**src/common/oad_pkg.sv**
```systemverilog
`default_nettype none
package oad_pkg;
   localparam logic [7:0] PRE_SECOND_INDEX = 8'h90;
   localparam logic [7:0] PRE_INDIRECT = 8'h92;
   localparam logic [7:0] PRE_SECOND_INDIRECT = 8'h91;
   localparam int NUM_MODES = 17;
   localparam int NUM_GROUPS = 7;
   localparam logic [15:0] PAGE_ZERO_TOP = 16'h00ff;
   localparam logic [7:0] RESET_BYTE = 8'h00;
   localparam logic [15:0] RESET_ADDR = 16'h0000;

   typedef enum logic [4:0] {
      OAD_INH = 5'h00, OAD_IMM = 5'h01, OAD_DIR_S = 5'h02, OAD_DIR_L = 5'h03,
      OAD_IDX_N = 5'h04, OAD_IDX_S = 5'h05, OAD_IDX_L = 5'h06, OAD_IND_S = 5'h07,
      OAD_IND_L = 5'h08, OAD_IIX_S = 5'h09, OAD_IIX_L = 5'h0a, OAD_REL_D = 5'h0b,
      OAD_REL_I = 5'h0c, OAD_BIT_D = 5'h0d, OAD_BIT_I = 5'h0e, OAD_BTJ_D = 5'h0f,
      OAD_BTJ_I = 5'h10
   } oad_mode_e;

   typedef enum logic [2:0] {
      ST_OPC = 3'b000, ST_OPND = 3'b001, ST_PTR = 3'b011, ST_DONE = 3'b010
   } oad_state_e;

   typedef struct packed {
      logic valid;
      logic [7:0] data;
   } oad_byte_s;

   typedef struct packed {
      logic valid;
      oad_mode_e mode;
      logic use_y;
      logic rmw;
      logic [15:0] ea;
      logic [7:0] imm;
      logic [15:0] pc_target;
      logic [1:0] length;
      logic error;
   } oad_result_s;
endpackage
`default_nettype wire

```
**src/oad_adder.sv**
```systemverilog
`default_nettype none
module oad_adder
   import oad_pkg::*;
(
   input wire logic [15:0] base_i,
   input wire logic [7:0] index_i,
   input wire logic signed_i,
   output logic [15:0] sum_o
);
   always_comb begin
      if (signed_i) begin
         sum_o = base_i + {{8{index_i[7]}}, index_i};
      end else begin
         sum_o = base_i + {8'h00, index_i};
      end
   end
endmodule
`default_nettype wire

```
**src/oad_decoder.sv**
```systemverilog
`default_nettype none
// How it works
// - seventeen addressing modes in seven groups are decoded
// - inherent is one byte, no operand fetched
// - immediate takes one following byte as the operand value
// - short direct takes one address byte, range 00-FF
// - long direct takes a two-byte address, full 64 Kbyte
// - indexed address is unsigned sum of selected index and offset
// - no-offset indexed fetches nothing, uses index alone
// - short indexed adds one offset byte, reaching 1FE without wrap
// - long indexed adds a two-byte offset over 64 Kbyte
// - short indirect reads a byte pointer from a page-zero pointer address
// - long indirect reads a word pointer from a page-zero pointer address
// - relative targets are relative to the address after the branch
// - short forms reach page zero with fewer bytes
// - memory read-modify-write opcodes accept short forms only
// - long forms reach 64 Kbyte using extra bytes and cycles
// - indirect indexed adds the index to a pointer read from memory
// - relative adds a signed 8-bit offset, direct or from memory
// - prefix 90 selects second index, 92 indirect, 91 indirect second index
module oad_decoder
   import oad_pkg::*;
(
   input wire logic clock_i,
   input wire logic nrst_i,
   input wire logic start_i,
   input wire logic [15:0] pc_i,
   input wire oad_byte_s prefix_i,
   input wire logic [7:0] opcode_i,
   input wire oad_mode_e mode_i,
   input wire logic rmw_i,
   input wire logic [7:0] x_i,
   input wire logic [7:0] y_i,
   input wire oad_byte_s fetch_i,
   output logic fetch_req_o,
   output logic fetch_data_o,
   output logic [15:0] fetch_addr_o,
   output oad_result_s result_o,
   output logic busy_o
);
   typedef struct packed {
      oad_state_e st;
      oad_mode_e mode;
      logic use_y;
      logic indir;
      logic rmw;
      logic [1:0] need;
      logic [1:0] ptr_need;
      logic [15:0] acc;
      logic [15:0] pc;
      logic [1:0] len;
      logic req;
      logic from_data;
      logic [15:0] faddr;
      logic err;
      logic busy;
      oad_result_s res;
   } oad_state_s;

   oad_state_s state_reg;
   oad_state_s state_next;
   logic [15:0] idx_sum;
   logic [15:0] rel_sum;
   logic [7:0] sel_index;
   logic [15:0] idx_base;
   logic [7:0] rel_off;

   assign sel_index = state_reg.use_y ? y_i : x_i;
   // indirect bit-test-jump: the pointer read pushed the offset into the high byte
   assign rel_off = (state_reg.mode == OAD_BTJ_I) ? state_reg.acc[15:8] : state_reg.acc[7:0];
   assign idx_base = (state_reg.mode == OAD_IDX_N) ? 16'h0000 : state_reg.acc;

   oad_adder u_index (
      .base_i(idx_base),
      .index_i(sel_index),
      .signed_i(1'b0),
      .sum_o(idx_sum)
   );

   oad_adder u_rel (
      .base_i(state_reg.pc),
      .index_i(rel_off),
      .signed_i(1'b1),
      .sum_o(rel_sum)
   );

   function automatic logic [1:0] opnd_bytes(input oad_mode_e m);
      unique case (m)
         OAD_INH, OAD_IDX_N: opnd_bytes = 2'd0;
         OAD_DIR_L, OAD_IDX_L, OAD_BTJ_D, OAD_BTJ_I: opnd_bytes = 2'd2;
         default: opnd_bytes = 2'd1;
      endcase
   endfunction

   function automatic logic [1:0] ptr_bytes(input oad_mode_e m);
      unique case (m)
         OAD_IND_L, OAD_IIX_L: ptr_bytes = 2'd2;
         OAD_IND_S, OAD_IIX_S, OAD_REL_I, OAD_BIT_I, OAD_BTJ_I: ptr_bytes = 2'd1;
         default: ptr_bytes = 2'd0;
      endcase
   endfunction

   function automatic logic is_long(input oad_mode_e m);
      is_long = (m == OAD_DIR_L) || (m == OAD_IDX_L) || (m == OAD_IND_L) || (m == OAD_IIX_L);
   endfunction

   always_comb begin
      oad_mode_e m;
      m = mode_i;
      state_next = state_reg;
      state_next.req = 1'b0;
      state_next.res.valid = 1'b0;
      unique case (state_reg.st)
         ST_OPC: begin
            if (start_i) begin
               m = mode_i;
               state_next.use_y = 1'b0;
               state_next.indir = 1'b0;
               if (prefix_i.valid) begin
                  unique case (prefix_i.data)
                     PRE_SECOND_INDEX: state_next.use_y = 1'b1;
                     PRE_INDIRECT: state_next.indir = 1'b1;
                     PRE_SECOND_INDIRECT: begin
                        state_next.use_y = 1'b1;
                        state_next.indir = 1'b1;
                     end
                     default: ;
                  endcase
                  if (state_next.indir) begin
                     unique case (mode_i)
                        OAD_DIR_S: m = OAD_IND_S;
                        OAD_DIR_L: m = OAD_IND_L;
                        OAD_IDX_S: m = OAD_IIX_S;
                        OAD_IDX_L: m = OAD_IIX_L;
                        OAD_REL_D: m = OAD_REL_I;
                        OAD_BIT_D: m = OAD_BIT_I;
                        OAD_BTJ_D: m = OAD_BTJ_I;
                        default: m = mode_i;
                     endcase
                  end
               end
               state_next.mode = m;
               state_next.rmw = rmw_i;
               state_next.need = opnd_bytes(m);
               // length counts stream bytes after the opcode; the prefix is not included
               state_next.len = opnd_bytes(m);
               state_next.ptr_need = ptr_bytes(m);
               state_next.acc = RESET_ADDR;
               state_next.pc = pc_i + 16'd1;
               // held aside so the previous result stays intact until the new one
               state_next.err = rmw_i && is_long(m);
               state_next.st = ST_OPND;
               if (opnd_bytes(m) != 2'd0) begin
                  state_next.req = 1'b1;
                  state_next.from_data = 1'b0;
                  state_next.faddr = pc_i + 16'd1;
               end
            end
         end
         ST_OPND: begin
            if (state_reg.need == 2'd0) begin
               state_next.st = (state_reg.ptr_need != 2'd0) ? ST_PTR : ST_DONE;
               if (state_reg.ptr_need != 2'd0) begin
                  state_next.req = 1'b1;
                  state_next.from_data = 1'b1;
                  state_next.faddr = {8'h00, state_reg.acc[7:0]};
                  state_next.acc = RESET_ADDR;
                  // bit-test-jump: pointer address came first, keep the offset byte
                  if (state_reg.mode == OAD_BTJ_I) begin
                     state_next.faddr = {8'h00, state_reg.acc[15:8]};
                     state_next.acc = {8'h00, state_reg.acc[7:0]};
                  end
               end
            end else if (fetch_i.valid) begin
               state_next.acc = {state_reg.acc[7:0], fetch_i.data};
               state_next.pc = state_reg.pc + 16'd1;
               state_next.need = state_reg.need - 2'd1;
               if (state_reg.need == 2'd2) begin
                  state_next.req = 1'b1;
                  state_next.faddr = state_reg.pc + 16'd1;
               end
            end
         end
         ST_PTR: begin
            if (fetch_i.valid) begin
               state_next.acc = {state_reg.acc[7:0], fetch_i.data};
               state_next.ptr_need = state_reg.ptr_need - 2'd1;
               if (state_reg.ptr_need == 2'd1) begin
                  state_next.st = ST_DONE;
               end else begin
                  state_next.req = 1'b1;
                  state_next.faddr = state_reg.faddr + 16'd1;
               end
            end
         end
         ST_DONE: begin
            state_next.st = ST_OPC;
            state_next.res.valid = 1'b1;
            state_next.res.mode = state_reg.mode;
            state_next.res.use_y = state_reg.use_y;
            state_next.res.rmw = state_reg.rmw;
            state_next.res.length = state_reg.len;
            state_next.res.error = state_reg.err;
            state_next.res.imm = state_reg.acc[7:0];
            state_next.res.pc_target = state_reg.pc;
            state_next.res.ea = state_reg.acc;
            unique case (state_reg.mode)
               OAD_IDX_N, OAD_IDX_S, OAD_IDX_L, OAD_IIX_S, OAD_IIX_L:
                  state_next.res.ea = idx_sum;
               OAD_DIR_S, OAD_IND_S, OAD_BIT_D, OAD_BIT_I:
                  state_next.res.ea = {8'h00, state_reg.acc[7:0]};
               OAD_REL_D, OAD_REL_I:
                  state_next.res.pc_target = rel_sum;
               OAD_BTJ_D: begin
                  state_next.res.ea = {8'h00, state_reg.acc[15:8]};
                  state_next.res.pc_target = rel_sum;
               end
               OAD_BTJ_I: begin
                  state_next.res.ea = {8'h00, state_reg.acc[7:0]};
                  state_next.res.pc_target = rel_sum;
               end
               default: ;
            endcase
         end
         default: state_next.st = ST_OPC;
      endcase
      state_next.busy = (state_next.st != ST_OPC);
   end

   always_ff @(posedge clock_i or negedge nrst_i) begin
      if (!nrst_i) begin
         state_reg <= '0;
      end else begin
         state_reg <= state_next;
      end
   end

   assign fetch_req_o = state_reg.req;
   assign fetch_data_o = state_reg.from_data;
   assign fetch_addr_o = state_reg.faddr;
   assign result_o = state_reg.res;
   assign busy_o = state_reg.busy;
endmodule
`default_nettype wire

```
**config.mk**
```make
export PLATFORM = sky130hd
export DESIGN_NAME = oad_decoder
export DESIGN_NICKNAME = d
export VERILOG_FILES = /design/src/common/oad_pkg.sv /design/src/oad_adder.sv /design/src/oad_decoder.sv
export SDC_FILE = /design/constraint.sdc
export NUM_CORES = 1
export LEC_CHECK = 0
export ABC_AREA = 1
export BUFFER_PORTS_ARGS = -buffer_cell sky130_fd_sc_hd__buf_4
export CORE_MARGIN = 2
export CORE_UTILIZATION = 55
export DETAILED_ROUTE_END_ITERATION = 10
export PLACE_DENSITY = 0.77
export SLEW_MARGIN = 25
export SYNTH_ARGS = -nofsm -noshare
export SYNTH_HDL_FRONTEND = slang
export SYNTH_HIERARCHICAL = 1
export SYNTH_SLANG_ARGS = --single-unit
```
**constraint.sdc**
```tcl
create_clock -name clock_i -period 5.7 [get_ports clock_i]
set_clock_uncertainty 0.15 [all_clocks]
set_input_delay 1.14 -clock clock_i [delete_from_list [all_inputs] [get_ports clock_i]]
set_output_delay 1.14 -clock clock_i [all_outputs]
set_load 0.01 [all_outputs]
```
== Yosys cells after proc, flatten, opt, wreduce, memory -nomap -nowiden ==
Index checks and enable logic that the tools add are counted.
Word-level totals
  flip-flop bits (word level): 120
Cells by class
  $add $sub $neg: 7
  equal/unequal tests: 51
  muxes and demuxes: 56
  reduce and logical (&&, ||, !) cells: 29
Operators with widths (count)
  $mux W16: 10
  $pmux W16 S3: 3
  $eq A5 B4 Y1 const B: 16
  $mux W68: 1
  $mux W18: 3
  $mux W51: 1
  $add A16 B1 Y16 const B: 3
  $eq A5 B3 Y1 const B: 9
  $pmux W5 S7: 1
  $mux W32: 1
  $mux W8: 4
  $pmux W16 S2: 1
  $eq A8 B8 Y1 const B: 3
  $eq A5 B2 Y1 const B: 4
  $mux W5: 4
  $add A16 B16 Y16: 1
  $add A16 B8 Y16: 1
  $ne A2 B2 Y1 const B: 8
  $pmux W2 S2: 4
  $reduce_or A5 Y1: 3
  $mux W1: 12
  $ne A3 B3 Y1 const B: 4
  $eq A5 B5 Y1 const B: 2
  $mux W2: 5
  other kinds (24): 39

== Depth between registers and ports, before layout ==
  depth after elaboration: 20
  mapped depth: 19
  gate-level depth less buffers: 17

== Modules after synthesis ==
The synthesis kept the hierarchy.
By module, submodules not included
  oad_decoder: instances 1, cells an instance 1082, area an instance 7682.4 µm², seq. area each 2977.9 µm²
  oad_adder: instances 2, cells an instance 178, area an instance 1073.5 µm², seq. area each 0.0 µm²

== Least setup slack after synthesis ==
No wires, ideal clock.
  path kind: input to register
  from: in prefix_i[5] (netlist bit)
  to: reg state_reg (netlist bit fetch_addr_o[5])
  setup time: 126 ps
  arrival time: 2604 ps
  required time: 5424 ps
  setup slack: 2820 ps
  stages on the path: 12
  path through: nor2_1 nand4_1 nor3_2 nand2_4 nand2_1 nand2_2 nor2_1 nand2_2 buf_6 buf_6 a31oi_1 o21ai_0
Between the ends
  cells in the longest elaborated chain, start to end: 18
Ends and longest elaborated chain
  start: declaration: line oad_decoder.sv:28  | input wire oad_byte_s prefix_i,
  $eq A8 B8 Y1: line oad_decoder.sv:120  | unique case (prefix_i.data)
  $reduce_or A2 Y1 (no line) *
  $mux W1 *: line oad_decoder.sv:120
  $mux W1 *: line oad_decoder.sv:119  | if (prefix_i.valid) begin
  $mux W1 *: line oad_decoder.sv:115  | if (start_i) begin
  $mux W1 *: line oad_decoder.sv:113  | unique case (state_reg.st)
  $mux W5 *: line oad_decoder.sv:129  | if (state_next.indir) begin
  $mux W5 *: line oad_decoder.sv:119
  [... 2 more ...]
  $eq A5 B2 Y1, or another cell as far along: line oad_decoder.sv:88  | unique case (m)
  $reduce_or A4 Y1 or $reduce_or A2 Y1 (tied branches): line oad_decoder.sv:88
  $pmux W2 S2 *: line oad_decoder.sv:88
  $mux W2 *: line oad_decoder.sv:115
  $mux W2 *: line oad_decoder.sv:113
  $reduce_bool A2 Y1 *: line oad_decoder.sv:153  | if (opnd_bytes(m) != 2'd0) begin
  $ne A2 B2 Y1 (no line) *
  $reduce_and A8 Y1 (no line) *
  end signal: assignment: line oad_decoder.sv:234  | state_reg <= state_next;
  end: declaration: line oad_decoder.sv:60  | oad_state_s state_reg;
Every way passes the cells marked *; elsewhere a longest branch is shown, timed or not. The select of a mux whose other input is x is not followed.
A chain may end at the register's enable or synchronous reset.

== Worst setup path after layout ==
  from: in start_i
  to: reg state_reg[93] (netlist bit)
Between the ends
  cells in the longest elaborated chain, start to end: 2
Ends and longest elaborated chain
  start: declaration: line oad_decoder.sv:26  | input wire logic start_i,
  $ne A2 B2 Y1 (no line)
  $reduce_and A6 Y1 (no line)
No other way between the ends.

==> flow_metrics.tcl <==
set metrics [dict create \
    power_density_nw_per_um2 458 \
    startpoint_kind_of_the_worst_setup_timing_path "input port" \
    hold_buffers 0 \
    grt_setup_unrepaired "no" \
    placeableCoreArea_sq_um 17400 \
    syn-mean-instance-area_sq_um 6.84 \
    finalCoreUtilization_pct 63.2 \
    synth_area_sq_um 9830 \
    post-dp-hpwl_um 19000 \
    crit_fanout 16 \
    yosys_warnings 6 \
    stdcell_count 1720 \
    global_route_wire_length_before_repair_um 42200 \
    grtUsageTotal_pct 28.2 \
    postCtsSetupBuffers 0 \
    post-synth-top-area-cell "sky130_fd_sc_hd__dfrtp_1" \
    finalCritPeriodShare_pct 61.4 \
    io_pins 137 \
    floorplan.die_area_sq_um 19000 \
    gp_routability_congestion 0.903 \
    required_worst_endpoint_ps 5890 \
    cp_slowest_cell "sky130_fd_sc_hd__nor2_1" \
    viasPerCell 5.52 \
    fin_tns_setup_ps 0 \
    synth.ff_latch_count 119 \
    drt_pass1_iterations 6 \
    nets 1574 \
    maxClockFrequency_mhz 286 \
    clk_path_buf_depth 2 \
    crit_chain "buf_4 -> inv_1 -> nor2_1 -> inv_1 -> nand4_2 -> nor2_1 -> nor2_2 -> o21ai_2 -> a21oi_4 -> nand3_1 -> o21ai_0" \
    synth_cell_type_count 55 \
    initialDrtViolationCount 794 \
    ys_seq_area_share_pct 30.3 \
    cts.reportedPaths.clkPinSlew_ps 60 \
    drt-total-wl_um 25500 \
    clock_sinks 119 \
    drtAntennaViolNets 0 \
    place_worst_setup_slack_ps 1810 \
    synthToLayoutAreaGrowth_pct 11.7 \
    drt-wirelength-per-cell_um 14.8 \
    worst-slew-pin-transition_ps 988 \
    core.rowCount 48 \
    route.vias.total 9486 \
    status "completed" \
    list_of_most_frequent_post_synthesis_cells "sky130_fd_sc_hd__nand2_1, sky130_fd_sc_hd__inv_1, sky130_fd_sc_hd__nor2_1" \
    worstSetupPathType "input port to flop" \
    synth.most_common_cell "sky130_fd_sc_hd__nand2_1" \
    cts.repair.resized 0 \
    critPathMaxStageDelay_ps 670 \
    cp_data_arrival_time_ps 3690 \
    worst_slack_ps 2200 \
    cts_root_buffer "sky130_fd_sc_hd__clkbuf_16" \
    largest_reg_flops 51 \
    dieHeight_um 138 \
    worst_reg_to_reg_cells 12 \
    grt_pass1_vias 8993 \
    worst_ir_drop_vdd_mv 0.301 \
    drc 0 \
    final-max-slew-violation-count 0 \
    netlist_instances 1438 \
    grt_start_max_net_pins 81 \
    synth_ff_type "sky130_fd_sc_hd__dfrtp_1" \
    timing.max_slew.rel_slack_pct 33.9 \
    placedCellCount 1688 \
    tritoncts "built" \
    ctsHtreeMaxLevel 4 \
    netlist_top_cells_area "sky130_fd_sc_hd__dfrtp_1, sky130_fd_sc_hd__nand2_1, sky130_fd_sc_hd__nand3_1" \
    layout_min_cycle_time_ps 3500 \
    insertedDiodeCount 0 \
    critPathCaptureType "flop" \
    setup_viol_count_final 0 \
    min-delay-path-class "flop to flop" \
    asyncSetResetFlopFracSynth_pct 100 \
    grt_antenna_before_repair 0 \
    drv.max_cap_violation_count 0 \
    final_layout_size_suffix_gt1_share_pct 17.2 \
    numPortBuffers 128 \
    min_path_cells 2 \
    hold_viol 0 \
    die_w_um 138 \
    yosys_top_cell_area_share_pct 30.3 \
    cts-buffers-inserted 17 \
    synth_edf_count 0 \
    worst_hold_slack_ps 335 \
    static-leakage-power_uw 0.00548 \
    globalRoute.totalOverflow 0 \
    worstSkewPairLatency_ps 420 \
    initial_utilization_pct 56.6 \
]
==> metal layers <==
layer	vias to the layer above	GRT usage, %	wire (um)
met4	0	11.0	623
met5	-	0	0
met2	329	46.5	12300
met3	53	5.59	1670
met1	4410	36.4	11000
li1	4694	-	-
==> where the power goes <==
part / switching, uW / internal (uW) / total, uW
combinational: 1500 / 897 / 2400
clock: 401 / 711 / 1110
sequential: 341 / 1180 / 1520
==> metrics by stage <==
step                instance area [sq um]  total power (uW)
floorplan                            9830              3340
global placement                    10400              3830
detailed placement                  10400              3890
CTS                                 11000              5020
global route                        11000              5420
finish                              11000              5030
==> worst max-delay path, delay by kind of cell <==
family                 cells  cell delay [ps]
AND/OR/NAND/NOR            5             1200
buffers and inverters      3              810
AO/OA/AOI/OAI              3              540
==> cell type report <==
class,instances,area (sq um)
clock buffers,21,460
repair buffers,134,1010
flip-flops and latches,119,2980
clock inverters,11,146
fillers,1583,6380
well taps,225,282
multi-input cells,1040,5450
inverters,170,651
==> path summary, 6_finish.rpt <==
kind | startpoint | to | slack, ps
max | start_i | state_reg[93] | 2200
min | result_o[1] | result_o[1] | 340
max reg2reg | state_reg[113] | result_o[12] | 2210
min reg2reg | result_o[1] | result_o[1] | 340
max in group asynchronous | nrst_i | result_o[39] | 3710
min in group asynchronous | nrst_i | fetch_addr_o[13] | 620
==> kinds of logic (layout without fill, tap and decap cells) <==
kind of cell	after synthesis	after routing	share of synthesized area, %
simple gates	746	746	35.7
buf+inv	280	336	14.4
compound gates	232	232	13.2
flops	119	119	30.3
xor+xnor	34	34	3.03
fa+ha+maj	25	25	3.34
other cells	2	3	0.0764
==> layout by cell type, fill, tap and decap left out, drive strengths merged, types with 2 or more instances in the layout <==
master and count:
fa 2, o21ai 110, o21bai 5, a21oi 67
dfrtp 119, nor3 15, nand2 404, ha 23
clkbuf 21, clkinv 7, nand3 138, o21a 2
xor2 28, nor2 151, nor4 6, a31oi 21
and2 2, xnor2 6, nand4 20, buf 134
bufinv 3, o22ai 8, or2 4, conb 3
inv 169, a22oi 2, o211ai 10, nand3b 6
clkinvlp 2
Power figures use the tool's default switching activity.
